`config.mk`:
```
export PLATFORM = sky130hd
export DESIGN_NAME = dma_ll_ctrl
export DESIGN_NICKNAME = d
export VERILOG_FILES = /design/src/include/dma_ll_pkg.sv /design/src/hw/dma_ll_ctrl.sv
export SDC_FILE = /design/constraint.sdc
export NUM_CORES = 1
export LEC_CHECK = 0
export BUFFER_PORTS_ARGS = -buffer_cell sky130_fd_sc_hd__buf_2
export CAP_MARGIN = 40
export CORE_MARGIN = 3
export CORE_UTILIZATION = 40
export CTS_CLUSTER_SIZE = 28
export DETAILED_ROUTE_END_ITERATION = 10
export PLACE_DENSITY_LB_ADDON = 0.3
export SLEW_MARGIN = 20
export SYNTH_ARGS = -nofsm -noshare
export SYNTH_HDL_FRONTEND = slang
export SYNTH_SLANG_ARGS = --single-unit
```
`constraint.sdc`:
```
create_clock -name REF_CLK -period 2.5 [get_ports REF_CLK]
set_input_delay 0.125 -clock REF_CLK [delete_from_list [all_inputs] [get_ports REF_CLK]]
set_output_delay 0.125 -clock REF_CLK [all_outputs]
set_load 0.1 [all_outputs]
```
`src/include/dma_ll_pkg.sv`:
```
// Package: constants and carrier types for the list-mode DMA controller
package dma_ll_pkg;
  localparam int unsigned CLK_MHZ = 10;
  localparam logic [4:0] BEATS_PER_PACKET = 5'h04;
  localparam logic [19:0] WORD_BYTES = 20'h00004;
  localparam int unsigned LIST_END_BIT = 0;
  localparam logic [31:0] ZERO_WORD = 32'h00000000;
  localparam logic [1:0] WORD_PCI_ADDR = 2'h0;
  localparam logic [1:0] WORD_LOCAL_ADDR = 2'h1;
  localparam logic [1:0] WORD_COUNT = 2'h2;
  localparam logic [1:0] WORD_NEXT = 2'h3;
  localparam logic [11:0] OPT_RESET = 12'h000;
  localparam logic [1:0] LOC_PCI = 2'h0;
  localparam logic [1:0] LOC_LOCAL = 2'h1;

  // Transfer settings carried with each segment
  typedef struct packed {
    logic [29:0] pci_addr;
    logic [29:0] local_addr;
    logic [11:0] options;
    logic [17:0] count;
    logic [27:0] next_ptr;
  } seg_t;

  // Fetch settings captured at list start
  typedef struct packed {
    logic [3:0] transaction_code;
    logic [1:0] destination_port_size;
    logic endian_invert;
  } fetch_attr_t;

  // Status flags
  typedef struct packed {
    logic done;
    logic aborted;
    logic pci_err;
    logic local_err;
    logic halted;
  } status_t;

  typedef enum logic [2:0] {
    ST_IDLE = 3'b000,
    ST_FETCH = 3'b001,
    ST_DECODE = 3'b011,
    ST_MOVE = 3'b010,
    ST_HALT = 3'b110,
    ST_FINISH = 3'b111
  } state_t;
endpackage : dma_ll_pkg

```
`src/hw/dma_ll_ctrl.sv`:
```
// List-mode and direct-mode DMA sequencing, termination and status
`timescale 1ns/1ps
`default_nettype none
module dma_ll_ctrl (
  // Clock and reset
  input wire logic REF_CLK,
  input wire logic RST,
  // Software control
  input wire logic START,
  input wire logic LIST_MODE_SELECT,
  input wire logic DMA_SELECT,
  input wire logic ABORT_REQUEST,
  input wire logic STOP,
  input wire logic STATUS_CLEAR,
  input wire logic PACKET_LOCATION,
  input wire logic BURST_PERMIT,
  input wire logic BACKOFF_ENABLE,
  input wire logic BACKOFF_EXPIRED,
  input wire logic CFG_WRITE,
  input wire dma_ll_pkg::seg_t CFG_SEG,
  input wire dma_ll_pkg::fetch_attr_t CFG_ATTR,
  // Packet fetch port
  output logic FETCH_REQ,
  output logic FETCH_ON_LOCAL,
  output logic FETCH_BURST,
  output logic [31:0] FETCH_ADDR,
  output dma_ll_pkg::fetch_attr_t FETCH_ATTR,
  input wire logic FETCH_VALID,
  input wire logic [31:0] FETCH_DATA,
  input wire logic FETCH_LOCAL_ERR,
  input wire logic FETCH_PCI_ERR,
  // Data mover port
  output logic MOVE_RUN,
  input wire logic MOVE_IDLE,
  input wire logic PCI_WORD_DONE,
  input wire logic PCI_ABORT,
  input wire logic LOCAL_ERR,
  // Visible state
  output logic TRANSFER_ACTIVE,
  output dma_ll_pkg::status_t STATUS,
  output dma_ll_pkg::seg_t SEG_VIEW,
  output dma_ll_pkg::fetch_attr_t ATTR_VIEW
);
  dma_ll_pkg::state_t state_q, state_d;
  dma_ll_pkg::seg_t seg_q;
  dma_ll_pkg::fetch_attr_t attr_q, saved_attr_q;
  dma_ll_pkg::status_t stat_q;
  logic [4:0] beat_q;
  logic [1:0] word_q;
  logic list_q, last_q, abort_q;

  wire active = (state_q != dma_ll_pkg::ST_IDLE);
  wire go = START && DMA_SELECT && !active;
  wire cfg_ok = CFG_WRITE && !active;
  wire fetch_err = FETCH_LOCAL_ERR || FETCH_PCI_ERR;
  wire move_err = PCI_ABORT || LOCAL_ERR;
  wire word_in = (state_q == dma_ll_pkg::ST_FETCH) && FETCH_VALID;
  wire fetch_last = word_in && (word_q == dma_ll_pkg::WORD_NEXT);
  wire list_end = last_q;
  wire count_zero = (seg_q.count == '0);
  wire resume_ok = !STOP && (!BACKOFF_ENABLE || BACKOFF_EXPIRED);
  wire seg_over = count_zero || (PCI_WORD_DONE && seg_q.count == 18'h00001);
  wire [17:0] count_dec = seg_q.count - 18'h00001;

  ////////////////////////////////////////////////////////////////////////
  // Sequencer
  always_comb begin
    state_d = state_q;
    unique case (state_q)
      dma_ll_pkg::ST_IDLE: begin
        if (go) begin
          state_d = (LIST_MODE_SELECT) ? dma_ll_pkg::ST_FETCH
                                       : dma_ll_pkg::ST_MOVE;
        end
      end
      dma_ll_pkg::ST_FETCH: begin
        if (fetch_err || ABORT_REQUEST) begin
          state_d = dma_ll_pkg::ST_FINISH;
        end else if (fetch_last) begin
          state_d = dma_ll_pkg::ST_DECODE;
        end
      end
      dma_ll_pkg::ST_DECODE: begin
        if (!count_zero) begin
          state_d = dma_ll_pkg::ST_MOVE;
        end else if (list_end) begin
          state_d = dma_ll_pkg::ST_FINISH;
        end else begin
          state_d = dma_ll_pkg::ST_FETCH;
        end
      end
      dma_ll_pkg::ST_MOVE: begin
        if (move_err || ABORT_REQUEST || abort_q) begin
          state_d = dma_ll_pkg::ST_FINISH;
        end else if (seg_over) begin
          state_d = (list_q && !list_end) ? dma_ll_pkg::ST_FETCH
                                          : dma_ll_pkg::ST_FINISH;
        end else if (STOP && MOVE_IDLE) begin
          state_d = dma_ll_pkg::ST_HALT;
        end
      end
      dma_ll_pkg::ST_HALT: begin
        if (ABORT_REQUEST) begin
          state_d = dma_ll_pkg::ST_FINISH;
        end else if (resume_ok) begin
          state_d = dma_ll_pkg::ST_MOVE;
        end
      end
      dma_ll_pkg::ST_FINISH: begin
        // Wait out any bus cycle still in flight
        if (MOVE_IDLE) begin
          state_d = dma_ll_pkg::ST_IDLE;
        end
      end
      default: state_d = dma_ll_pkg::ST_IDLE;
    endcase
  end

  always_ff @(posedge REF_CLK) begin
    if (RST) begin
      state_q <= dma_ll_pkg::ST_IDLE;
    end else begin
      state_q <= state_d;
    end
  end

  ////////////////////////////////////////////////////////////////////////
  // Packet fetch and segment registers
  always_ff @(posedge REF_CLK) begin
    if (RST) begin
      word_q <= dma_ll_pkg::WORD_PCI_ADDR;
      beat_q <= '0;
    end else if (state_q != dma_ll_pkg::ST_FETCH) begin
      word_q <= dma_ll_pkg::WORD_PCI_ADDR;
      beat_q <= '0;
    end else if (FETCH_VALID) begin
      word_q <= word_q + 2'h1;
      beat_q <= beat_q + 5'h01;
    end
  end

  always_ff @(posedge REF_CLK) begin
    if (RST) begin
      seg_q <= '0;
      last_q <= 1'b0;
      seg_q.options <= dma_ll_pkg::OPT_RESET;
    end else if (cfg_ok) begin
      seg_q <= CFG_SEG;
    end else if (word_in) begin
      unique case (word_q)
        dma_ll_pkg::WORD_PCI_ADDR: seg_q.pci_addr <= FETCH_DATA[31:2];
        dma_ll_pkg::WORD_LOCAL_ADDR: seg_q.local_addr <= FETCH_DATA[31:2];
        dma_ll_pkg::WORD_COUNT: begin
          seg_q.options <= FETCH_DATA[31:20];
          seg_q.count <= FETCH_DATA[19:2];
        end
        dma_ll_pkg::WORD_NEXT: seg_q.next_ptr <= FETCH_DATA[31:4];
      endcase
      // end flag kept apart; it is bit 0, below the pointer bits 31:4
      if (word_q == dma_ll_pkg::WORD_NEXT) begin
        last_q <= FETCH_DATA[dma_ll_pkg::LIST_END_BIT];
      end
    end else if (state_q == dma_ll_pkg::ST_MOVE && PCI_WORD_DONE
                 && !count_zero) begin
      seg_q.count <= count_dec;
    end
  end

  ////////////////////////////////////////////////////////////////////////
  // Mode and attribute capture
  always_ff @(posedge REF_CLK) begin
    if (RST) begin
      list_q <= 1'b0;
      attr_q <= '0;
      saved_attr_q <= '0;
    end else begin
      if (go) begin
        list_q <= LIST_MODE_SELECT;
        saved_attr_q <= attr_q;
      end
      if (cfg_ok) begin
        attr_q <= CFG_ATTR;
      end
    end
  end

  ////////////////////////////////////////////////////////////////////////
  // Status flags; hardware set wins over software clear
  always_ff @(posedge REF_CLK) begin
    if (RST) begin
      stat_q <= '0;
      abort_q <= 1'b0;
    end else begin
      if (ABORT_REQUEST && active) begin
        abort_q <= 1'b1;
      end else if (state_q == dma_ll_pkg::ST_IDLE) begin
        abort_q <= 1'b0;
      end
      if (STATUS_CLEAR) begin
        stat_q.done <= 1'b0;
        stat_q.aborted <= 1'b0;
        stat_q.pci_err <= 1'b0;
        stat_q.local_err <= 1'b0;
      end
      if (state_q == dma_ll_pkg::ST_FINISH && MOVE_IDLE && !abort_q
          && !stat_q.pci_err && !stat_q.local_err) begin
        stat_q.done <= 1'b1;
      end
      if (state_q == dma_ll_pkg::ST_FINISH && MOVE_IDLE && abort_q) begin
        stat_q.aborted <= 1'b1;
      end
      if ((state_q == dma_ll_pkg::ST_MOVE && PCI_ABORT)
          || (state_q == dma_ll_pkg::ST_FETCH && FETCH_PCI_ERR)) begin
        stat_q.pci_err <= 1'b1;
      end
      if ((state_q == dma_ll_pkg::ST_MOVE && LOCAL_ERR)
          || (state_q == dma_ll_pkg::ST_FETCH && FETCH_LOCAL_ERR)) begin
        stat_q.local_err <= 1'b1;
      end
      stat_q.halted <= (state_d == dma_ll_pkg::ST_HALT);
    end
  end

  ////////////////////////////////////////////////////////////////////////
  // Outputs
  // fetch bus and burst choice
  assign FETCH_REQ = (state_q == dma_ll_pkg::ST_FETCH);
  assign FETCH_ON_LOCAL = PACKET_LOCATION;
  assign FETCH_BURST = !PACKET_LOCATION || BURST_PERMIT;
  assign FETCH_ADDR = {seg_q.next_ptr, 4'h0};
  assign FETCH_ATTR = saved_attr_q;
  assign MOVE_RUN = (state_q == dma_ll_pkg::ST_MOVE) && !STOP && !abort_q;
  assign TRANSFER_ACTIVE = active;
  assign STATUS = stat_q;
  assign SEG_VIEW = seg_q;
  assign ATTR_VIEW = attr_q;
endmodule : dma_ll_ctrl
`default_nettype wire

```
==> flow_metrics.env, run 1 <==
export IMPL_fill_cells=1568
export IMPL_htree_num_levels=4
export IMPL_grt_max_degree=132
export IMPL_reg2reg_setup_slack_ns=0.30
export IMPL_core_area_um2=17500
export IMPL_routed_wirelength_um=29200
export IMPL_cp_slowest_cell="dfxtp_2"
export IMPL_clock_skew_final_ns=0.0102
export IMPL_crit_fanout=12
export IMPL_finalMaxSlewViolations=0
export IMPL_syn_to_final_growth_pct=45.5
export IMPL_wl_per_cell_um=19.4
export IMPL_synth_enable_flop_cells=0
export IMPL_diodes=0
export IMPL_yosys_warnings=0
export IMPL_layout_commonest_cell="buf_2"
export IMPL_clock_path_buffers=2
export IMPL_final_hold_viol_count=0
export IMPL_netlist_instances=890
export IMPL_cts_tree="built"
export IMPL_hold_class="in -> reg"
export IMPL_start_kind="flop"
export IMPL_drive_above_1_share_pct=33.1
export IMPL_grt_antenna_before_repair=1
export IMPL_maxSlewHeadroom_pct=49.6
export IMPL_cp_required_ns=2.78
export IMPL_drc_errors=0
export IMPL_via_per_inst=5.51
export IMPL_synth_seq_cells=145
export IMPL_vias=8297
export IMPL_hold_ws_ns=0.00577
export IMPL_multi_input_area_um2=3720
export IMPL_ys_seq_area_share_pct=40.2
export IMPL_placementRows=48
export IMPL_grt_overflow=0
export IMPL_io_pins=351
export IMPL_syn_area_um2=7220
export IMPL_clk_latency_ns=0.43
export IMPL_start_util_pct=41.3
export IMPL_dpl_hpwl_um=20300
export IMPL_grtUsageTotal_pct=28.5
export IMPL_final_cell_mix="buf_2, dfxtp_1, nor2_1"
export IMPL_ant_nets=0
export IMPL_cp_cell_sequence="inv_1, ha_1, nor4b_2, and3_2, and3_2, o21a_1, buf_4, a211oi_1, a211oi_1"
export IMPL_fmax_mhz=455
export IMPL_layout_nets=1453
export IMPL_cts_buffers=17
export IMPL_async_flop_share_pct=0
export IMPL_path_clk_slew_ns=0.06
export IMPL_die_x_um=140
export IMPL_dr_pass1_iters=5
export IMPL_numPortBuffers=345
export IMPL_layout_area_seq_um2=2910
export IMPL_tightestPinTransition_ns=0.755
export IMPL_finish_utilization_pct=60.1
export IMPL_setup_violations=0
export IMPL_status="finished clean"
export IMPL_die_height_um=140
export IMPL_cts_root_buf="clkbuf_16"
export IMPL_instances_no_fill=1507
export IMPL_worstSetupPathType="reg -> reg"
export IMPL_clock_sinks=145
export IMPL_maxCapViolCount=0
export IMPL_avgSynthCellArea_um2=8.11
export IMPL_place_congestion=0.946
export IMPL_fin_crit_sh_pct=87.9
export IMPL_critPathArrivalTime_ns=2.48
export IMPL_grt_pass1_vias=7995
export IMPL_end_kind="flop"
export IMPL_cp_slowest_stage_delay_ns=0.39
export IMPL_dp_cells=1381
export IMPL_setup_tns_final_ns=0
export IMPL_drtIter0Drc=666
export IMPL_ys_types=59
export IMPL_fin_crit_ns=2.20
export IMPL_rsz0062_at_grt="false"
export IMPL_die_area_um2=19700
export IMPL_grt_pass1_wl_um=44800
export IMPL_synthFlopType="dfxtp_1"
-- critical path, delay by kind of cell, from the launching register on --
| family | cells | cell delay [ns] |
|---|---|---|
| adder cells (fa/ha/maj) | 1 | 0.26 |
| buffers and inverters | 2 | 0.26 |
| AO/OA/AOI/OAI | 3 | 0.48 |
| AND/OR/NAND/NOR | 3 | 0.65 |
| flip-flops | 1 | 0.39 |
-- registers in the layout, indices dropped and copies added, names as in the netlist, 2 cells and up --
register / cells
ATTR_VIEW: 7
word_q: 2
SEG_VIEW: 90
STATUS: 5
FETCH_ATTR: 7
state_q: 3
FETCH_ADDR: 28
-- Yosys cell counts (3+ instances only) --
| cell | number | area (µm²) |
|---|---|---|
| a211oi_1 | 32 | 240 |
| a21oi_1 | 37 | 185 |
| a221oi_1 | 3 | 26.3 |
| a22o_1 | 3 | 26.3 |
| a22oi_1 | 17 | 128 |
| a311oi_1 | 68 | 596 |
| a31oi_1 | 3 | 18.8 |
| a32oi_1 | 3 | 26.3 |
| and3_1 | 4 | 25.0 |
| buf_1 | 6 | 22.5 |
| buf_2 | 15 | 75.1 |
| buf_4 | 33 | 248 |
| clkbuf_1 | 52 | 195 |
| dfxtp_1 | 145 | 2900 |
| ha_1 | 6 | 75.1 |
| inv_1 | 12 | 45.0 |
| mux2i_1 | 36 | 360 |
| nand2_1 | 109 | 409 |
| nand3_1 | 78 | 390 |
| nand4_1 | 4 | 25.0 |
| nor2_1 | 123 | 462 |
| nor2b_1 | 5 | 31.3 |
| nor3_1 | 12 | 60.1 |
| nor4_1 | 4 | 25.0 |
| o211ai_1 | 3 | 22.5 |
| o21ai_0 | 25 | 125 |
| o21ai_1 | 5 | 25.0 |
| or3_1 | 4 | 25.0 |
-- final cells by class --
class                           count  share of cell area, %
Tap cell                          225                   2.68
Clock inverter                     13                   1.55
Inverter                           12                  0.429
Timing Repair Buffer              467                   28.0
Clock buffer                       18                   4.18
Multi-Input combinational cell    627                   35.5
Sequential cell                   145                   27.7
-- layer usage --
metal  wire [µm]  share of wire (%)  global-route usage (%)
met1       12000                 41                    37.0
met2       13500                 46                    45.3
met3        2860                9.8                    8.40
met4         900                3.1                    9.99
met5          13              0.045                       0
-- path summary, 6_finish.rpt --
path / cells after the start / end / from
worst min-delay path: 3 / SEG_VIEW[85]$_SDFFE_PP0P_ / CFG_SEG[85]
worst max register to register: 9 / SEG_VIEW[28]$_SDFFE_PP0P_ / SEG_VIEW[28]$_SDFFE_PP0P_
worst max-delay path: 9 / SEG_VIEW[28]$_SDFFE_PP0P_ / SEG_VIEW[28]$_SDFFE_PP0P_
worst min register to register: 2 / SEG_VIEW[62]$_SDFFE_PP0P_ / SEG_VIEW[62]$_SDFFE_PP0P_
-- stage by stage --
stage | setup WS (ns) | instance area (µm²)
5_1_grt | 0.169 | 10500
3_5_place_dp | 0.336 | 8950
3_3_place_gp | 0.363 | 8950
4_1_cts | 0.325 | 10500
2_1_floorplan | 0.00281 | 7230
6_report | 0.302 | 10500
-- cells by family (layout without fill, tap and decap cells) --
| logic type | count (synthesis) | count (layout) | synth area share (%) |
|---|---|---|---|
| buffers and inverters | 121 | 510 | 8.65 |
| adders and majority gates | 6 | 6 | 1.04 |
| DFF | 145 | 145 | 40.2 |
| other | 1 | 4 | 0.0520 |
| and+or+nand+nor | 368 | 368 | 23.7 |
| AOI/OAI and AO/OA | 211 | 211 | 21.1 |
| xor gates and xnor gates | 2 | 2 | 0.243 |
| muxes | 36 | 36 | 4.99 |
-- what timing repair did --
action,CTS,global route
endpoints found under the hold margin,94,0
hold buffers,95,0
setup buffers,0,0
gates resized for setup,0,0
Power of run 1 is left out: the tool's default activity adds up to more than one toggle a clock period on the data nets, which glitch-free logic cannot reach.
==> run 2, diff against run 1 <==
--- a/config.mk
+++ b/config.mk
@@ -5,6 +5,7 @@
 export SDC_FILE = /design/constraint.sdc
 export NUM_CORES = 1
 export LEC_CHECK = 0
+export ABC_AREA = 1
 export BUFFER_PORTS_ARGS = -buffer_cell sky130_fd_sc_hd__buf_2
 export CAP_MARGIN = 40
 export CORE_MARGIN = 3
==> run 2 against run 1 <==
Critical path depth grew 1. Critical endpoint is now FETCH_ADDR[22]$_SDFFE_PP0P_. Area after synthesis shrank 2.4%. Setup slack lost 0.15 ns.
==> flow_metrics.env, run 2 <==
export IMPL_grt_pass1_wl_um=45300
export IMPL_place_congestion=0.911
export IMPL_cts_tree="built"
export IMPL_placementRows=47
export IMPL_drive_above_1_share_pct=30.0
export IMPL_die_height_um=139
export IMPL_hold_class="in -> reg"
export IMPL_vias=8672
export IMPL_cts_root_buf="clkbuf_16"
export IMPL_synth_top_area_cell="dfxtp_1"
export IMPL_netlist_instances=987
export IMPL_design_area_um2=10600
export IMPL_grt_max_degree=68
export IMPL_layout_nets=1588
export IMPL_ys_top_cells_by_count="nand2_1, dfxtp_1, a31oi_1"
export IMPL_ys_seq_area_share_pct=41.2
export IMPL_drc_errors=0
export IMPL_synth_top_area_share_pct=41.2
export IMPL_critPathTopFamily="buffers and inverters"
export IMPL_cts_buffers=17
export IMPL_status="finished clean"
export IMPL_maxCapViolCount=0
export IMPL_ys_types=41
export IMPL_path_clk_slew_ns=0.06
export IMPL_largest_register_ffs=90
export IMPL_async_flop_share_pct=0
export IMPL_htree_num_levels=4
export IMPL_clock_path_buffers=2
export IMPL_synth_enable_flop_cells=0
export IMPL_dr_pass1_iters=6
export IMPL_grt_pass1_vias=8294
export IMPL_die_x_um=139
export IMPL_start_kind="flop"
export IMPL_synthFlopType="dfxtp_1"
export IMPL_setup_slack_ns=0.151
export IMPL_start_util_pct=41.7
export IMPL_tightestPinTransition_ns=0.539
export IMPL_finalMaxSlewViolations=0
export IMPL_clock_sinks=145
export IMPL_critPathBufInv=5
export IMPL_numPortBuffers=345
export IMPL_cp_slowest_cell="dlygate4sd3_1"
export IMPL_cp_required_ns=2.86
export IMPL_fin_crit_ns=2.35
export IMPL_maxSlewHeadroom_pct=64.3
export IMPL_clk_latency_ns=0.43
export IMPL_place_area_um2=8730
export IMPL_clock_skew_final_ns=0.00946
export IMPL_synth_seq_cells=145
export IMPL_grtUsageTotal_pct=29.4
export IMPL_setup_tns_final_ns=0
export IMPL_yosysMostFrequentCell="nand2_1"
export IMPL_synth_area_leaders="dfxtp_1, nand2_1, a31oi_1, o21ai_0, a21oi_1"
export IMPL_worstSetupPathType="reg -> reg"
export IMPL_end_kind="flop"
export IMPL_cp_cell_sequence="nor2_4, nand2_4, inv_4, nand2_8, inv_4, buf_16, buf_16, nand2_1, a31oi_1, dlygate4sd3_1"
export IMPL_grt_overflow=0
export IMPL_wl_per_cell_um=18.4
export IMPL_yosys_warnings=0
export IMPL_layout_area_seq_um2=2900
export IMPL_ant_nets=0
export IMPL_fill_cells=1469
export IMPL_syn_area_um2=7040
export IMPL_place_ws_ns=0.492
export IMPL_via_per_inst=5.29
export IMPL_cp_slowest_stage_delay_ns=0.57
export IMPL_avgSynthCellArea_um2=7.13
export IMPL_drtIter0Drc=657
export IMPL_final_hold_viol_count=0
export IMPL_core_area_um2=16900
export IMPL_fin_crit_sh_pct=93.9
export IMPL_critPathArrivalTime_ns=2.71
export IMPL_multi_input_area_um2=3330
export IMPL_layout_commonest_cell="buf_2"
export IMPL_io_pins=351
export IMPL_routed_wirelength_um=30200
export IMPL_syn_to_final_growth_pct=50.2
export IMPL_grt_antenna_before_repair=2
export IMPL_rsz0062_at_grt="false"
export IMPL_fmax_mhz=426
export IMPL_setup_violations=0
export IMPL_final_cell_mix="buf_2, nand2_1, dfxtp_1"
export IMPL_die_area_um2=19200
export IMPL_dpl_hpwl_um=20400
export IMPL_crit_fanout=31
run 2: changes by cell type after synthesis, moves of 26 or more:
| cell | previous run | this run |
|---|---|---|
| nand3_1 | 78 | 17 |
| a31oi_1 | 3 | 76 |
| o21ai_0 | 25 | 68 |
| a311oi_1 | 68 | 0 |
| inv_1 | 12 | 64 |
| a211oi_1 | 32 | 1 |
| clkbuf_1 | 52 | 18 |
| mux2i_1 | 36 | 0 |
| nand2_1 | 109 | 305 |
| a21oi_1 | 37 | 63 |
| nor2_1 | 123 | 61 |
run 2: final timing paths:
| path | from | end | slack, ns | cells after the start |
|---|---|---|---|---|
| setup / recovery | state_q[0]$_SDFF_PP0_ | FETCH_ADDR[22]$_SDFFE_PP0P_ | 0.15 | 10 |
| hold reg to reg | SEG_VIEW[112]$_SDFFE_PP0P_ | SEG_VIEW[112]$_SDFFE_PP0P_ | 0.46 | 2 |
| setup reg to reg | state_q[0]$_SDFF_PP0_ | FETCH_ADDR[22]$_SDFFE_PP0P_ | 0.15 | 10 |
| hold / removal | CFG_SEG[89] | SEG_VIEW[89]$_SDFFE_PP0P_ | 0.01 | 3 |
run 2: cells by family (layout without fill, tap and decap cells):
kind of cell	after synthesis	after routing	synth area share, %
and+or+nand+nor	415	415	24.1
AOI/OAI and AO/OA	248	248	20.6
buffers and inverters	163	591	11.9
DFF	145	145	41.2
xor gates and xnor gates	9	9	1.12
adders and majority gates	6	6	1.07
other	1	5	0.0533
run 2: what timing repair did:
action	in CTS	in global routing
setup buffers	0	3
hold buffers	115	0
endpoints found under the hold margin	111	0
endpoints found under the setup margin	0	3
resized for setup	0	3
run 2: layer usage:
metal  track usage, %  part of all wire [%]  vias to the layer above
li1                 -                     -                     4094
met1             34.1                    38                     3933
met2             51.4                    49                      551
met3             7.52                   9.1                       90
met4             12.9                   4.2                        4
met5                0                 0.089                        -
run 2: final cells by class:
class / count / share of cell area [%]
timing repair buffer: 484 / 30.0
tap: 220 / 2.60
clock inverter: 10 / 1.43
inverter: 75 / 2.73
multi-input combinational: 682 / 31.4
antenna: 1 / 0.0237
sequential: 145 / 27.4
clock buffer: 22 / 4.29
run 2: worst reg2reg max path: stages (launching register included):
cell,delay (ns)
dfxtp_1,0.40
nor2_4,0.17
nand2_4,0.07
inv_4,0.08
nand2_8,0.16
inv_4,0.17
buf_16,0.20
buf_16,0.20
nand2_1,0.11
a31oi_1,0.17
dlygate4sd3_1,0.57
run 2: stage by stage:
step / cells / hold slack, ns / util (%)
after global placement: 1485 / 0.381 / 51.6
after global routing: 1638 / 0.0000905 / 62.7
final: 1639 / 0.0123 / 62.7
after CTS: 1633 / 0.000657 / 62.1
after floorplan: 990 / 0.269 / -
after detailed placement: 1486 / 0.382 / 51.7
Power of run 2 is left out for the same reason.
